**src/common/iectl_defines.svh**
```systemverilog
// offsets, field positions, reset values and counts of the interrupt and event transfer block
// assumes a word-wide register port with an 8-bit word index
`ifndef IECTL_DEFINES_SVH
`define IECTL_DEFINES_SVH

`define IECTL_NODES        8
`define IECTL_CHANS        8
`define IECTL_PERIPH       6
`define IECTL_EXT_NODE     6
`define IECTL_TRAP_BASE    7'h10
`define IECTL_RESP_CYCLES  8

`define IECTL_A_NODE       8'h00
`define IECTL_A_SRC        8'h10
`define IECTL_A_DST        8'h18
`define IECTL_A_CCTL       8'h20
`define IECTL_A_EDGE       8'h28
`define IECTL_A_STAT       8'h29
`define IECTL_A_MASK       8'h2A
`define IECTL_A_CUR        8'h2B

`define IECTL_NC_EN        0
`define IECTL_NC_REQ       1
`define IECTL_NC_PRIO_LSB  2
`define IECTL_NC_ENG       6
`define IECTL_NC_CH_LSB    7

`define IECTL_CC_CNT_LSB   0
`define IECTL_CC_WORD      8
`define IECTL_CC_INCS      9
`define IECTL_CC_INCD      10
`define IECTL_CC_CONT      11

`define IECTL_CUR_REQ      16
`define IECTL_CUR_TRAP     17

`define IECTL_RST_PRIO     4'h0
`define IECTL_RST_CHAN     3'h0
`define IECTL_RST_PTR      24'h000000
`define IECTL_RST_CNT      8'h00
`define IECTL_RST_EDGE     2'h1
`define IECTL_RST_BYTE8    8'h00

`endif

```
**src/common/iectl_pkg.sv**
```systemverilog
// types shared by the interrupt and event transfer block
// assumes iectl_defines.svh for all numeric constants
package iectl_pkg;
  typedef logic [3:0]  iectl_prio_t;
  typedef logic [2:0]  iectl_chan_t;
  typedef logic [23:0] iectl_ptr_t;
  typedef logic [7:0]  iectl_cnt_t;
  typedef logic [6:0]  iectl_trap_t;
  typedef logic [15:0] iectl_vec_t;
  typedef enum logic [1:0] {offer_none, offer_node, offer_trap} iectl_offer_t;
endpackage

```
**src/hdl/iectl_top.sv**
```systemverilog
// priority interrupt controller with an eight-channel event transfer engine
// assumes the cpu core acknowledges offers, reports its running level and
// performs the memory moves that the transfer strobe announces
`timescale 1ns/1ns
`include "iectl_defines.svh"

////////////////////////////////////////////////////////////////////////////////
// Overview of operation
// - answer requests within eight clocks
// - each node routes to cpu or engine
// - one stolen cycle per transfer
// - byte or word move, optional pointer increments
// - counter decrements unless continuous mode
// - counter zero falls back to vectored interrupt
// - eight channels with own pointers, counter
// - per-node request, enable and priority
// - sixteen priority levels per node
// - only a node of strictly higher priority, or a trap at any level, preempts
// - each node has its own vector
// - external input edge rising, falling, both
// - trap with number vectors by number
// - software setting request raises interrupt
// - vector equals four times trap number
module iectl_top
  import iectl_pkg::*;
(
  input  wire logic        clk_sys_i,
  input  wire logic        srst_i,
  input  wire logic [7:0]  addr_i,
  input  wire logic [31:0] wdata_i,
  input  wire logic        wr_i,
  input  wire logic        rd_i,
  output logic      [31:0] rdata_o,
  input  wire logic [5:0]  periph_req_i,
  input  wire logic        ext_int_i,
  input  wire logic [3:0]  cpu_level_i,
  input  wire logic        int_ack_i,
  input  wire logic        trap_i,
  input  wire logic [6:0]  trap_num_i,
  output logic             int_req_o,
  output logic      [15:0] int_vector_o,
  output logic      [3:0]  int_level_o,
  output logic             int_is_trap_o,
  output logic             xfer_o,
  output logic      [23:0] xfer_src_o,
  output logic      [23:0] xfer_dst_o,
  output logic             xfer_word_o,
  output logic             evt_irq_o
);

  localparam int          NODES  = `IECTL_NODES;
  localparam int          CHANS  = `IECTL_CHANS;
  localparam logic [7:0]  A_NODE = `IECTL_A_NODE;
  localparam logic [7:0]  A_SRC  = `IECTL_A_SRC;
  localparam logic [7:0]  A_DST  = `IECTL_A_DST;
  localparam logic [7:0]  A_CCTL = `IECTL_A_CCTL;
  localparam iectl_trap_t TBASE  = `IECTL_TRAP_BASE;

  //////////////////////////////////////////////////////////////////////////////
  // register port decode

  logic [NODES-1:0] wr_node;
  logic [CHANS-1:0] wr_src;
  logic [CHANS-1:0] wr_dst;
  logic [CHANS-1:0] wr_cctl;
  logic             wr_edge;
  logic             wr_stat;
  logic             wr_mask;

  always_comb begin
    wr_node = '0;
    wr_src  = '0;
    wr_dst  = '0;
    wr_cctl = '0;
    wr_node[addr_i[2:0]] = wr_i && (addr_i[7:3] == A_NODE[7:3]);
    wr_src[addr_i[2:0]]  = wr_i && (addr_i[7:3] == A_SRC[7:3]);
    wr_dst[addr_i[2:0]]  = wr_i && (addr_i[7:3] == A_DST[7:3]);
    wr_cctl[addr_i[2:0]] = wr_i && (addr_i[7:3] == A_CCTL[7:3]);
    wr_edge = wr_i && (addr_i == `IECTL_A_EDGE);
    wr_stat = wr_i && (addr_i == `IECTL_A_STAT);
    wr_mask = wr_i && (addr_i == `IECTL_A_MASK);
  end

  //////////////////////////////////////////////////////////////////////////////
  // state shared between groups

  logic [NODES-1:0] req;
  logic [NODES-1:0] en;
  logic [NODES-1:0] eng;
  iectl_prio_t      prio [NODES];
  iectl_chan_t      chan [NODES];
  iectl_ptr_t       src  [CHANS];
  iectl_ptr_t       dst  [CHANS];
  iectl_cnt_t       cnt  [CHANS];
  logic [CHANS-1:0] word;
  logic [CHANS-1:0] incs;
  logic [CHANS-1:0] incd;
  logic [CHANS-1:0] cont;

  logic [NODES-1:0] hw_set;
  logic [NODES-1:0] hw_clr;
  logic [NODES-1:0] eng_ok;
  logic [NODES-1:0] std_ok;

  iectl_offer_t     off_kind;
  logic [2:0]       off_node;
  logic             trap_pend;
  iectl_trap_t      trap_num;
  logic             ext_prev;
  logic [1:0]       edge_cfg;
  logic [CHANS-1:0] stat;
  logic [CHANS-1:0] mask;

  logic             eng_found;
  logic [2:0]       eng_node;
  logic             std_found;
  logic [2:0]       std_node;
  iectl_chan_t      go_ch;
  logic             go_zero;

  //////////////////////////////////////////////////////////////////////////////
  // external input edge detection

  logic ext_edge;

  always_comb begin
    ext_edge = (ext_int_i && !ext_prev && edge_cfg[0])
            || (!ext_int_i && ext_prev && edge_cfg[1]);
  end

  //////////////////////////////////////////////////////////////////////////////
  // per-node control: request, enable, priority, routing

  for (genvar n = 0; n < NODES; n++) begin : g_node
    logic        next_req;
    logic        next_en;
    logic        next_eng;
    iectl_prio_t next_prio;
    iectl_chan_t next_chan;

    always_comb begin
      if (n < `IECTL_PERIPH) begin
        // modulo keeps the constant index in range on nodes without a peripheral
        hw_set[n] = periph_req_i[n % `IECTL_PERIPH];
      end else if (n == `IECTL_EXT_NODE) begin
        hw_set[n] = ext_edge;
      end else begin
        hw_set[n] = 1'b0;
      end
      hw_clr[n] = (int_ack_i && off_kind == offer_node && off_node == n)
               || (eng_found && eng_node == n && !go_zero);
      next_en   = en[n];
      next_eng  = eng[n];
      next_prio = prio[n];
      next_chan = chan[n];
      // a software write can set the request on any node, peripheral or not
      if (wr_node[n]) begin
        next_req  = wdata_i[`IECTL_NC_REQ] || hw_set[n];
        next_en   = wdata_i[`IECTL_NC_EN];
        next_prio = wdata_i[`IECTL_NC_PRIO_LSB +: 4];
        next_eng  = wdata_i[`IECTL_NC_ENG];
        next_chan = wdata_i[`IECTL_NC_CH_LSB +: 3];
      end else begin
        // a new event in the clearing cycle is kept
        next_req = hw_set[n] || (req[n] && !hw_clr[n]);
      end
    end

    always_ff @(posedge clk_sys_i) begin
      if (srst_i) begin
        req[n]  <= 1'b0;
        en[n]   <= 1'b0;
        eng[n]  <= 1'b0;
        prio[n] <= `IECTL_RST_PRIO;
        chan[n] <= `IECTL_RST_CHAN;
      end else begin
        req[n]  <= next_req;
        en[n]   <= next_en;
        eng[n]  <= next_eng;
        prio[n] <= next_prio;
        chan[n] <= next_chan;
      end
    end

    always_comb begin
      eng_ok[n] = req[n] && en[n] && eng[n]
               && (cont[chan[n]] || cnt[chan[n]] != `IECTL_RST_CNT);
      std_ok[n] = req[n] && en[n] && !eng_ok[n]
               && (prio[n] > cpu_level_i);
    end
  end

  //////////////////////////////////////////////////////////////////////////////
  // arbitration: highest level wins, lower node index on a tie

  always_comb begin
    iectl_prio_t eb;
    iectl_prio_t sb;
    eb        = '0;
    sb        = '0;
    eng_found = 1'b0;
    eng_node  = '0;
    std_found = 1'b0;
    std_node  = '0;
    for (int n = 0; n < NODES; n++) begin
      if (eng_ok[n] && (!eng_found || prio[n] > eb)) begin
        eng_found = 1'b1;
        eng_node  = n[2:0];
        eb        = prio[n];
      end
      if (std_ok[n] && (!std_found || prio[n] > sb)) begin
        std_found = 1'b1;
        std_node  = n[2:0];
        sb        = prio[n];
      end
    end
    go_ch   = chan[eng_node];
    go_zero = !cont[go_ch] && (cnt[go_ch] == 8'h01);
  end

  //////////////////////////////////////////////////////////////////////////////
  // transfer channels

  for (genvar c = 0; c < CHANS; c++) begin : g_chan
    iectl_ptr_t next_src;
    iectl_ptr_t next_dst;
    iectl_cnt_t next_cnt;
    logic       next_word;
    logic       next_incs;
    logic       next_incd;
    logic       next_cont;
    logic       go;
    iectl_ptr_t step;

    always_comb begin
      go        = eng_found && (go_ch == c);
      step      = word[c] ? 24'h000002 : 24'h000001;
      next_src  = src[c];
      next_dst  = dst[c];
      next_cnt  = cnt[c];
      next_word = word[c];
      next_incs = incs[c];
      next_incd = incd[c];
      next_cont = cont[c];
      if (go) begin
        if (incs[c]) begin
          next_src = src[c] + step;
        end
        if (incd[c]) begin
          next_dst = dst[c] + step;
        end
        if (!cont[c]) begin
          next_cnt = cnt[c] - 8'h01;
        end
      end
      // software reprogramming takes precedence over a service in the same cycle
      if (wr_src[c]) begin
        next_src = wdata_i[23:0];
      end
      if (wr_dst[c]) begin
        next_dst = wdata_i[23:0];
      end
      if (wr_cctl[c]) begin
        next_cnt  = wdata_i[`IECTL_CC_CNT_LSB +: 8];
        next_word = wdata_i[`IECTL_CC_WORD];
        next_incs = wdata_i[`IECTL_CC_INCS];
        next_incd = wdata_i[`IECTL_CC_INCD];
        next_cont = wdata_i[`IECTL_CC_CONT];
      end
    end

    always_ff @(posedge clk_sys_i) begin
      if (srst_i) begin
        src[c]  <= `IECTL_RST_PTR;
        dst[c]  <= `IECTL_RST_PTR;
        cnt[c]  <= `IECTL_RST_CNT;
        word[c] <= 1'b0;
        incs[c] <= 1'b0;
        incd[c] <= 1'b0;
        cont[c] <= 1'b0;
      end else begin
        src[c]  <= next_src;
        dst[c]  <= next_dst;
        cnt[c]  <= next_cnt;
        word[c] <= next_word;
        incs[c] <= next_incs;
        incd[c] <= next_incd;
        cont[c] <= next_cont;
      end
    end
  end

  //////////////////////////////////////////////////////////////////////////////
  // transfer strobe: one cycle per service, the program is not redirected

  logic       next_xfer;
  iectl_ptr_t next_xsrc;
  iectl_ptr_t next_xdst;
  logic       next_xword;

  always_comb begin
    next_xfer  = eng_found;
    next_xsrc  = src[go_ch];
    next_xdst  = dst[go_ch];
    next_xword = word[go_ch];
  end

  always_ff @(posedge clk_sys_i) begin
    if (srst_i) begin
      xfer_o      <= 1'b0;
      xfer_src_o  <= `IECTL_RST_PTR;
      xfer_dst_o  <= `IECTL_RST_PTR;
      xfer_word_o <= 1'b0;
    end else begin
      xfer_o      <= next_xfer;
      xfer_src_o  <= next_xsrc;
      xfer_dst_o  <= next_xdst;
      xfer_word_o <= next_xword;
    end
  end

  //////////////////////////////////////////////////////////////////////////////
  // vectored offer to the cpu, traps ahead of nodes

  iectl_offer_t next_kind;
  logic [2:0]   next_onode;
  logic         next_trap_pend;
  iectl_trap_t  next_trap_num;
  iectl_vec_t   next_vec;
  iectl_prio_t  next_lvl;
  logic         taken;

  always_comb begin
    taken          = int_ack_i && off_kind != offer_none;
    next_trap_pend = trap_i || (trap_pend && !(taken && off_kind == offer_trap));
    next_trap_num  = trap_i ? trap_num_i : trap_num;
    next_kind      = offer_none;
    next_onode     = off_node;
    next_vec       = int_vector_o;
    next_lvl       = int_level_o;
    // one idle cycle after an acknowledge lets the cleared request settle
    if (!taken) begin
      if (trap_pend) begin
        next_kind = offer_trap;
        next_vec  = {7'h00, trap_num, 2'b00};
        next_lvl  = cpu_level_i;
      end else if (std_found) begin
        next_kind  = offer_node;
        next_onode = std_node;
        next_vec   = {7'h00, TBASE + {4'h0, std_node}, 2'b00};
        next_lvl   = prio[std_node];
      end
    end
  end

  always_ff @(posedge clk_sys_i) begin
    if (srst_i) begin
      off_kind      <= offer_none;
      off_node      <= 3'h0;
      trap_pend     <= 1'b0;
      trap_num      <= 7'h00;
      int_req_o     <= 1'b0;
      int_vector_o  <= 16'h0000;
      int_level_o   <= `IECTL_RST_PRIO;
      int_is_trap_o <= 1'b0;
    end else begin
      off_kind      <= next_kind;
      off_node      <= next_onode;
      trap_pend     <= next_trap_pend;
      trap_num      <= next_trap_num;
      int_req_o     <= next_kind != offer_none;
      int_vector_o  <= next_vec;
      int_level_o   <= next_lvl;
      int_is_trap_o <= next_kind == offer_trap;
    end
  end

  //////////////////////////////////////////////////////////////////////////////
  // channel-done status, mask, edge config, event interrupt

  logic [CHANS-1:0] next_stat;
  logic [CHANS-1:0] next_mask;
  logic [1:0]       next_edge;
  logic [CHANS-1:0] done;

  always_comb begin
    done = '0;
    done[go_ch] = eng_found && go_zero;
    next_stat = done | (stat & ~(wr_stat ? wdata_i[CHANS-1:0] : {CHANS{1'b0}}));
    next_mask = wr_mask ? wdata_i[CHANS-1:0] : mask;
    next_edge = wr_edge ? wdata_i[1:0] : edge_cfg;
  end

  always_ff @(posedge clk_sys_i) begin
    if (srst_i) begin
      stat      <= `IECTL_RST_BYTE8;
      mask      <= `IECTL_RST_BYTE8;
      edge_cfg  <= `IECTL_RST_EDGE;
      ext_prev  <= 1'b0;
      evt_irq_o <= 1'b0;
    end else begin
      stat      <= next_stat;
      mask      <= next_mask;
      edge_cfg  <= next_edge;
      ext_prev  <= ext_int_i;
      evt_irq_o <= |(next_stat & next_mask);
    end
  end

  //////////////////////////////////////////////////////////////////////////////
  // read data, one cycle after the strobe

  logic [31:0] next_rdata;

  always_comb begin
    next_rdata = 32'h00000000;
    if (rd_i) begin
      if (addr_i[7:3] == A_NODE[7:3]) begin
        next_rdata[`IECTL_NC_EN]            = en[addr_i[2:0]];
        next_rdata[`IECTL_NC_REQ]           = req[addr_i[2:0]];
        next_rdata[`IECTL_NC_PRIO_LSB +: 4] = prio[addr_i[2:0]];
        next_rdata[`IECTL_NC_ENG]           = eng[addr_i[2:0]];
        next_rdata[`IECTL_NC_CH_LSB +: 3]   = chan[addr_i[2:0]];
      end else if (addr_i[7:3] == A_SRC[7:3]) begin
        next_rdata[23:0] = src[addr_i[2:0]];
      end else if (addr_i[7:3] == A_DST[7:3]) begin
        next_rdata[23:0] = dst[addr_i[2:0]];
      end else if (addr_i[7:3] == A_CCTL[7:3]) begin
        next_rdata[`IECTL_CC_CNT_LSB +: 8] = cnt[addr_i[2:0]];
        next_rdata[`IECTL_CC_WORD]         = word[addr_i[2:0]];
        next_rdata[`IECTL_CC_INCS]         = incs[addr_i[2:0]];
        next_rdata[`IECTL_CC_INCD]         = incd[addr_i[2:0]];
        next_rdata[`IECTL_CC_CONT]         = cont[addr_i[2:0]];
      end else if (addr_i == `IECTL_A_EDGE) begin
        next_rdata[1:0] = edge_cfg;
      end else if (addr_i == `IECTL_A_STAT) begin
        next_rdata[CHANS-1:0] = stat;
      end else if (addr_i == `IECTL_A_MASK) begin
        next_rdata[CHANS-1:0] = mask;
      end else if (addr_i == `IECTL_A_CUR) begin
        next_rdata[15:0]            = int_vector_o;
        next_rdata[`IECTL_CUR_REQ]  = int_req_o;
        next_rdata[`IECTL_CUR_TRAP] = trap_pend;
      end
    end
  end

  always_ff @(posedge clk_sys_i) begin
    if (srst_i) begin
      rdata_o <= 32'h00000000;
    end else begin
      rdata_o <= next_rdata;
    end
  end

endmodule // iectl_top

```
**config.mk**
```make
export PLATFORM = sky130hd
export DESIGN_NAME = iectl_top
export DESIGN_NICKNAME = d
export VERILOG_FILES = /design/src/common/iectl_pkg.sv /design/src/hdl/iectl_top.sv
export VERILOG_INCLUDE_DIRS = /design/src /design/src/common
export SDC_FILE = /design/constraint.sdc
export NUM_CORES = 2
export LEC_CHECK = 0
export ABC_CLOCK_PERIOD_IN_PS = 23900
export BUFFER_PORTS_ARGS = -buffer_cell sky130_fd_sc_hd__buf_2
export CORE_AREA = 2 2 299 301
export DETAILED_ROUTE_END_ITERATION = 16
export DIE_AREA = 0 0 301 303
export GPL_ROUTABILITY_DRIVEN = 0
export HOLD_SLACK_MARGIN = 0.05
export PLACE_DENSITY = 0.66
export RECOVER_POWER = 25
export SETUP_SLACK_MARGIN = 0.4
export SLEW_MARGIN = 5
export SYNTH_ARGS = -nofsm -noshare
export SYNTH_HDL_FRONTEND = slang
export SYNTH_SLANG_ARGS = --single-unit
```
**constraint.sdc**
```tcl
create_clock -name clk_sys_i -period 23.9 [get_ports clk_sys_i]
set_clock_uncertainty 0.15 [all_clocks]
set_input_delay 4.78 -clock clk_sys_i [delete_from_list [all_inputs] [get_ports clk_sys_i]]
set_output_delay 4.78 -clock clk_sys_i [all_outputs]
set_load 0.1 [all_outputs]
```
* Word-level counts from Yosys, hierarchy flattened
Memory sizes are Yosys's and may differ from the RTL's. A register that Yosys moved wholly into a read port is not among the register bits. Index checks and enable logic that the tools add are counted.
Word-level totals: memories kept 5, latch bits 0, register bits 145, output and inout port bits 105, RAM bits 504, ROM bits 0, logic and storage cells 689, input bits 64
Memories:
- dst | depth 8, width 24, read ports 10, clocked after Yosys merged registers in 1, write ports 8, RTL line iectl_top.sv:93 | iectl_ptr_t dst [CHANS];
- src | depth 8, width 24, read ports 10, clocked after Yosys merged registers in 1, write ports 8, RTL line iectl_top.sv:92 | iectl_ptr_t src [CHANS];
- cnt | depth 8, width 8, read ports 18, clocked after Yosys merged registers in 0, write ports 8, RTL line iectl_top.sv:94 | iectl_cnt_t cnt [CHANS];
- prio | depth 8, width 4, read ports 10, clocked after Yosys merged registers in 0, write ports 8, RTL line iectl_top.sv:90 | iectl_prio_t prio [NODES];
- chan | depth 8, width 3, read ports 10, clocked after Yosys merged registers in 0, write ports 8, RTL line iectl_top.sv:91 | iectl_chan_t chan [NODES];
Operators by class: $add $sub $neg 25, equal/unequal tests 32, $lt $le $gt $ge 34, shift-type cells 0, divide/modulo/power cells 0, multiply operators 0, reductions and logical operators 214, bitwise logic cells 52, multiplexer cells 253
Operators by type and width (count):
- $mux 24 | 65
- $add 24x2->24 | 16
- $mux 8 | 36
- $mux 4 | 32
- $logic_and 1x1->1 | 113
- $gt 4x4->1 | 22
- $mux 3 | 28
- $mux 18 | 4
- $reduce_bool 8->1 | 8
- $sub 8x1->8 const B | 8
- $and 8x8->8 | 7
- $bmux 1 s3 | 17
- $mux 1 | 49
- $mux 16 | 3
- $logic_or 1x1->1 | 46
- $lt 3x4->1 const B | 10
- $or 1x1->1 | 40
- $eq 3x3->1 const B | 12
- $logic_not 1->1 | 35
- $eq 8x6->1 const B | 4
- $mux 10 | 3
- $mux 2 | 11
- $eq 3x2->1 const B | 6
- $mux 12 | 1
- other kinds (21) | 34

* Logic depth before layout (Yosys ltp)
An unclocked memory read counts as a cell.
word-level depth 46, depth in mapped cells 85, gate-level depth less buffers 78

* Worst setup path after synthesis
OpenSTA, ideal clock, no wires.
kind input port to flip-flop, from in cpu_level_i[1], to reg int_level_o[1], path buffers 3, data arrival time 17006 ps, required time 23618 ps, path slack 6612 ps, setup time 132 ps, stages 76, cell sequence inv_1 > ha_1 > nor2b_1 > o21a_1 > o21a_1 > o2111ai_1 > nor2_1 > nand2_1 > ha_1 > nor2b_1 > o21ai_0 > nand2b_1 > a21oi_1 > a41oi_1 > o31a_1 > a21oi_1 > ha_1 > nor2b_1 > [... 40 more ...] > nand2_1 > nand2_1 > o21ai_0 > ha_1 > nor2b_1 > o21ai_0 > nand2b_1 > a21oi_1 > a41oi_1 > o21ai_0 > a21boi_0 > buf_1 > clkbuf_1 > mux2i_1 > mux2i_1 > mux2_2 > o211ai_1 > a21oi_1
Between the ends: word-level cells in the longest chain between the ends 34, elaborated cells on any way between the ends 71, classes of those cells order compare: 15; mux: 24; reduce/logical: 31; memory: 1
RTL lines:
- from (decl) | RTL line iectl_top.sv:36 | input wire logic [3:0] cpu_level_i,
- $gt 4x4->1 | RTL line iectl_top.sv:189 | && (prio[n] > cpu_level_i);
- $logic_and 1x1->1 | RTL line iectl_top.sv:189
- $mux 4 or $mux 1 (tied branches) | RTL line iectl_top.sv:211 | if (std_ok[n] && (!std_found || prio[n] > sb)) begin
- $gt 4x4->1 or $logic_not 1->1 (tied branches) | RTL line iectl_top.sv:211
- $logic_or 1x1->1 | RTL line iectl_top.sv:211
- $logic_and 1x1->1 | RTL line iectl_top.sv:211
- $mux 4 or $mux 1 (tied branches) | RTL line iectl_top.sv:211
- $gt 4x4->1 or $logic_not 1->1 (tied branches) | RTL line iectl_top.sv:211
- [... 18 more ...]
- $mux 4 or $mux 1 (tied branches) | RTL line iectl_top.sv:211
- $gt 4x4->1 or $logic_not 1->1 (tied branches) | RTL line iectl_top.sv:211
- $logic_or 1x1->1 | RTL line iectl_top.sv:211
- $logic_and 1x1->1 | RTL line iectl_top.sv:211
- $mux 3 | RTL line iectl_top.sv:211
- $mem_v2 8x4
- $mux 4 | RTL line iectl_top.sv:347 | end else if (std_found) begin
- $mux 4 | RTL line iectl_top.sv:343 | if (trap_pend) begin
- to (signal assigned) | RTL line iectl_top.sv:364 | int_level_o <= `IECTL_RST_PRIO;
- to (signal assigned) | RTL line iectl_top.sv:373 | int_level_o <= next_lvl;
- to (decl) | RTL line iectl_top.sv:42 | output logic [3:0] int_level_o,
Parallel ways exist; a longest one is shown, timed or not. The select of a mux whose other input is x is not followed. A chain may end at the register's enable or synchronous reset.

==> impl_metrics.json <==
{
  "synth_edf_count": 0,
  "clockRootBuffer": "clkbuf_16",
  "grt_use_total_pct": 39.1,
  "cts_max_path_buffers": 3,
  "p_leak_nw": 16.2,
  "tns_ns": 0,
  "worst_pin_slew_ns": 5.30,
  "drt_iter0_markers": 6634,
  "irDropWorstVdd_uv": 55.0,
  "wire_per_inst_um": 26.6,
  "r2r-start": "cnt[4][2]$_SDFFE_PP0P_",
  "cts_setup_buffers": 0,
  "synth_xor_area_share_pct": 7.15,
  "relSlewSlack_pct": -253,
  "yosys_warnings": 0,
  "ys_types": 102,
  "path_class": "flop to flop",
  "antenna_found_initial": 10,
  "rows": 109,
  "ys_seq_area_share_pct": 31.1,
  "status": "finished with violations",
  "startpoint": "cnt[4][2]$_SDFFE_PP0P_",
  "netlist_area_mm2": 0.0438,
  "finalCritPeriodShare_pct": 80.1,
  "async_flop_share_pct": 0,
  "synthCells": 5807,
  "yosys_most_used_dff": "dfxtp_1",
  "min_path_type": "flop to flop",
  "crit_arrival_ns": 19.49,
  "ys_ff_latch": 680,
  "cts-buffers-inserted": 79,
  "cp_max_fo": 40,
  "final_nets": 5866,
  "yosys.area.top_type": "dfxtp_1",
  "core_mm2": 0.0880,
  "synth-simple-area-share_pct": 26.0,
  "ant_nets": 0,
  "htree_levels": 3,
  "critical_path_required_ns": 24.25,
  "dpl.hpwl_mm": 125,
  "stdcell_area_mm2": 0.0475,
  "port_buffers": 143,
  "num_vias": 46000,
  "slew_violations": 475,
  "synth_compound_area_share_pct": 22.9,
  "cts_tree": "done",
  "drc": 0,
  "synthMuxAreaShare_pct": 2.92,
  "path_common_cell": "o21a_1",
  "synthTopCellsByArea": "dfxtp_1 31%, nand2_1 7.8%, a211oi_1 6.7%, nor2_1 5.5%, xor2_1 4.7%",
  "synthToLayoutAreaGrowth_pct": 8.61,
  "wl_mm": 183,
  "final_util_pct": 54.0,
  "drt_pre_antenna_iters": 9,
  "synth.most_common_cell": "nand2_1",
  "clkLatencyLatePin_ns": 0.67,
  "cts_resized": 0,
  "synth_fa_ha_area_share_pct": 4.39,
  "ys_top_cells_by_count": "913 x nand2_1, 680 x dfxtp_1, 646 x nor2_1",
  "rsz0062_at_grt": "no",
  "drive_gt1_share_pct": 6.78,
  "setup_viol": 0,
  "die_w_um": 301,
  "endpoint_kind": "flop",
  "min_period_ns": 19.14,
  "hold_viol": 0,
  "cap_violations": 6,
  "overflow": 0,
  "synth_area_per_cell_um2": 7.54,
  "fmax_mhz": 52.2,
  "violations": "capacitance limit, slew limit",
  "clkSinkCount": 680,
  "cp_slowest_cell": "nor4b_4",
  "pin_count": 169,
  "cpPeakStageDelay_ns": 0.86,
  "cts.clk_slew.worst_paths_ns": 0.06,
  "grt_first_pass_wirelength_mm": 271,
  "hold_buffers": 0,
  "grt_max_degree": 107,
  "power_density_mw_per_mm2": 55.0,
  "placed_cell_area_mm2": 0.0449,
  "grt_pass1_vias": 42200,
  "dieArea_mm2": 0.0912,
  "synth_top_family_by_area": "simple AND/OR/NAND/NOR gates",
  "die_height_um": 303,
  "synth_top_area_share_pct": 31.1,
  "vias_per_cell": 6.67,
  "initial_utilization_pct": 49.7,
  "holdCritStartpoint": "prio[3][0]$_SDFFE_PP0P_",
  "startpoint_type": "flop"
}
-- layout by cell type, fill, tap and decap left out, types with 18 or more instances in the layout --
| cell | synthesis | routed |
|---|---|---|
| nor4_1 | 29 | 28 |
| or3_1 | 49 | 49 |
| a31oi_1 | 24 | 24 |
| a22oi_1 | 198 | 198 |
| a211oi_1 | 391 | 391 |
| clkbuf_16 | 0 | 83 |
| o22ai_1 | 23 | 23 |
| buf_2 | 21 | 54 |
| nor2_1 | 646 | 639 |
| o211ai_1 | 41 | 41 |
| ha_1 | 128 | 128 |
| nand4_1 | 112 | 112 |
| nand2_1 | 913 | 907 |
| o21ai_0 | 130 | 130 |
| mux2i_1 | 84 | 84 |
| mux2_2 | 21 | 21 |
| nand2b_1 | 28 | 28 |
| nor2b_1 | 50 | 48 |
| a311oi_1 | 61 | 61 |
| clkbuf_8 | 0 | 18 |
| nor3_1 | 70 | 67 |
| and2_1 | 22 | 18 |
| inv_1 | 135 | 135 |
| clkbuf_1 | 373 | 103 |
| and4_1 | 20 | 20 |
| xnor2_1 | 120 | 120 |
| buf_4 | 25 | 85 |
| dfxtp_1 | 680 | 680 |
| nand3_1 | 272 | 272 |
| a22o_1 | 33 | 33 |
| a221oi_1 | 56 | 56 |
| a21oi_1 | 346 | 346 |
| xor2_1 | 237 | 237 |
| and3_1 | 158 | 157 |
-- critical path: cells and delay by family, from the launching register on --
family / cells / cell delay, ns
flip-flops: 1 / 0.38
multiplexers: 6 / 1.73
buffers and inverters: 7 / 1.37
AND/OR/NAND/NOR: 21 / 4.93
adder cells (fa/ha/maj): 7 / 1.85
AO/OA/AOI/OAI: 37 / 8.53
-- worst paths after layout --
path / end / cells after the start / slack (ns)
worst max-delay path: evt_irq_o$_SDFF_PP0_ / 78 / 4.76
worst min-delay path: prio[3][0]$_SDFFE_PP0P_ / 2 / 0.31
worst max register to register: evt_irq_o$_SDFF_PP0_ / 78 / 4.76
worst min register to register: prio[3][0]$_SDFFE_PP0P_ / 2 / 0.31
-- state kept, by name, summed over array words and instances (netlist names), 4 cells and up --
register	cells
chan	24
cnt	64
cont	8
dst	192
en	8
eng	8
incd	8
incs	8
int_level_o	4
int_vector_o	7
mask	8
prio	32
rdata_o	24
req	8
src	192
stat	8
trap_num	7
word	8
xfer_dst_o	24
xfer_src_o	24
-- routing by layer --
layer / global-route usage, % / share of wire, % / up-vias / wire [um]
met5: 0 / 0.047 / - / 87
met1: 47.3 / 37 / 21300 / 67300
met2: 59.2 / 42 / 3114 / 77300
li1: - / - / 20600 / -
met3: 11.5 / 12 / 952 / 22600
met4: 28.1 / 8.8 / 14 / 16100
-- where the power goes --
part           leakage [nW]  switching (mW)  internal, mW
Clock                  1.38           0.541         0.779
Combinational          9.35           0.122        0.0216
Sequential             5.48         0.00853          1.14
-- logic make-up (layout without fill, tap and decap cells) --
logic type                 Yosys count  after routing
AOI/OAI and AO/OA                 1441           1441
xor gates and xnor gates           357            357
other                                1             20
muxes                              114            114
adders and majority gates          144            144
buffers and inverters              615            514
and+or+nand+nor                   2455           2455
DFF                                680            680
-- layout make-up --
type	instances	area [um^2]
fillers	8568	40400
multi-input cells	4528	27900
flip-flops and latches	680	13600
clock buffers	109	2350
well taps	1165	1460
repair buffers	234	1260
inverters	135	507
clock inverters	36	444
diodes	3	7.51
-- stage by stage --
stage	hold WS (ns)	power [mW]	std cells	setup slack [ns]
after floorplan	0.281	1.26	5823	6.61
after global placement	0.291	1.31	6742	5.14
after detailed placement	0.298	1.31	6742	4.92
after CTS	0.306	2.61	6887	5.19
after global routing	0.314	2.66	6887	3.76
final	0.306	2.61	6890	4.76
Note: power is estimated with default switching activity, not from simulation.
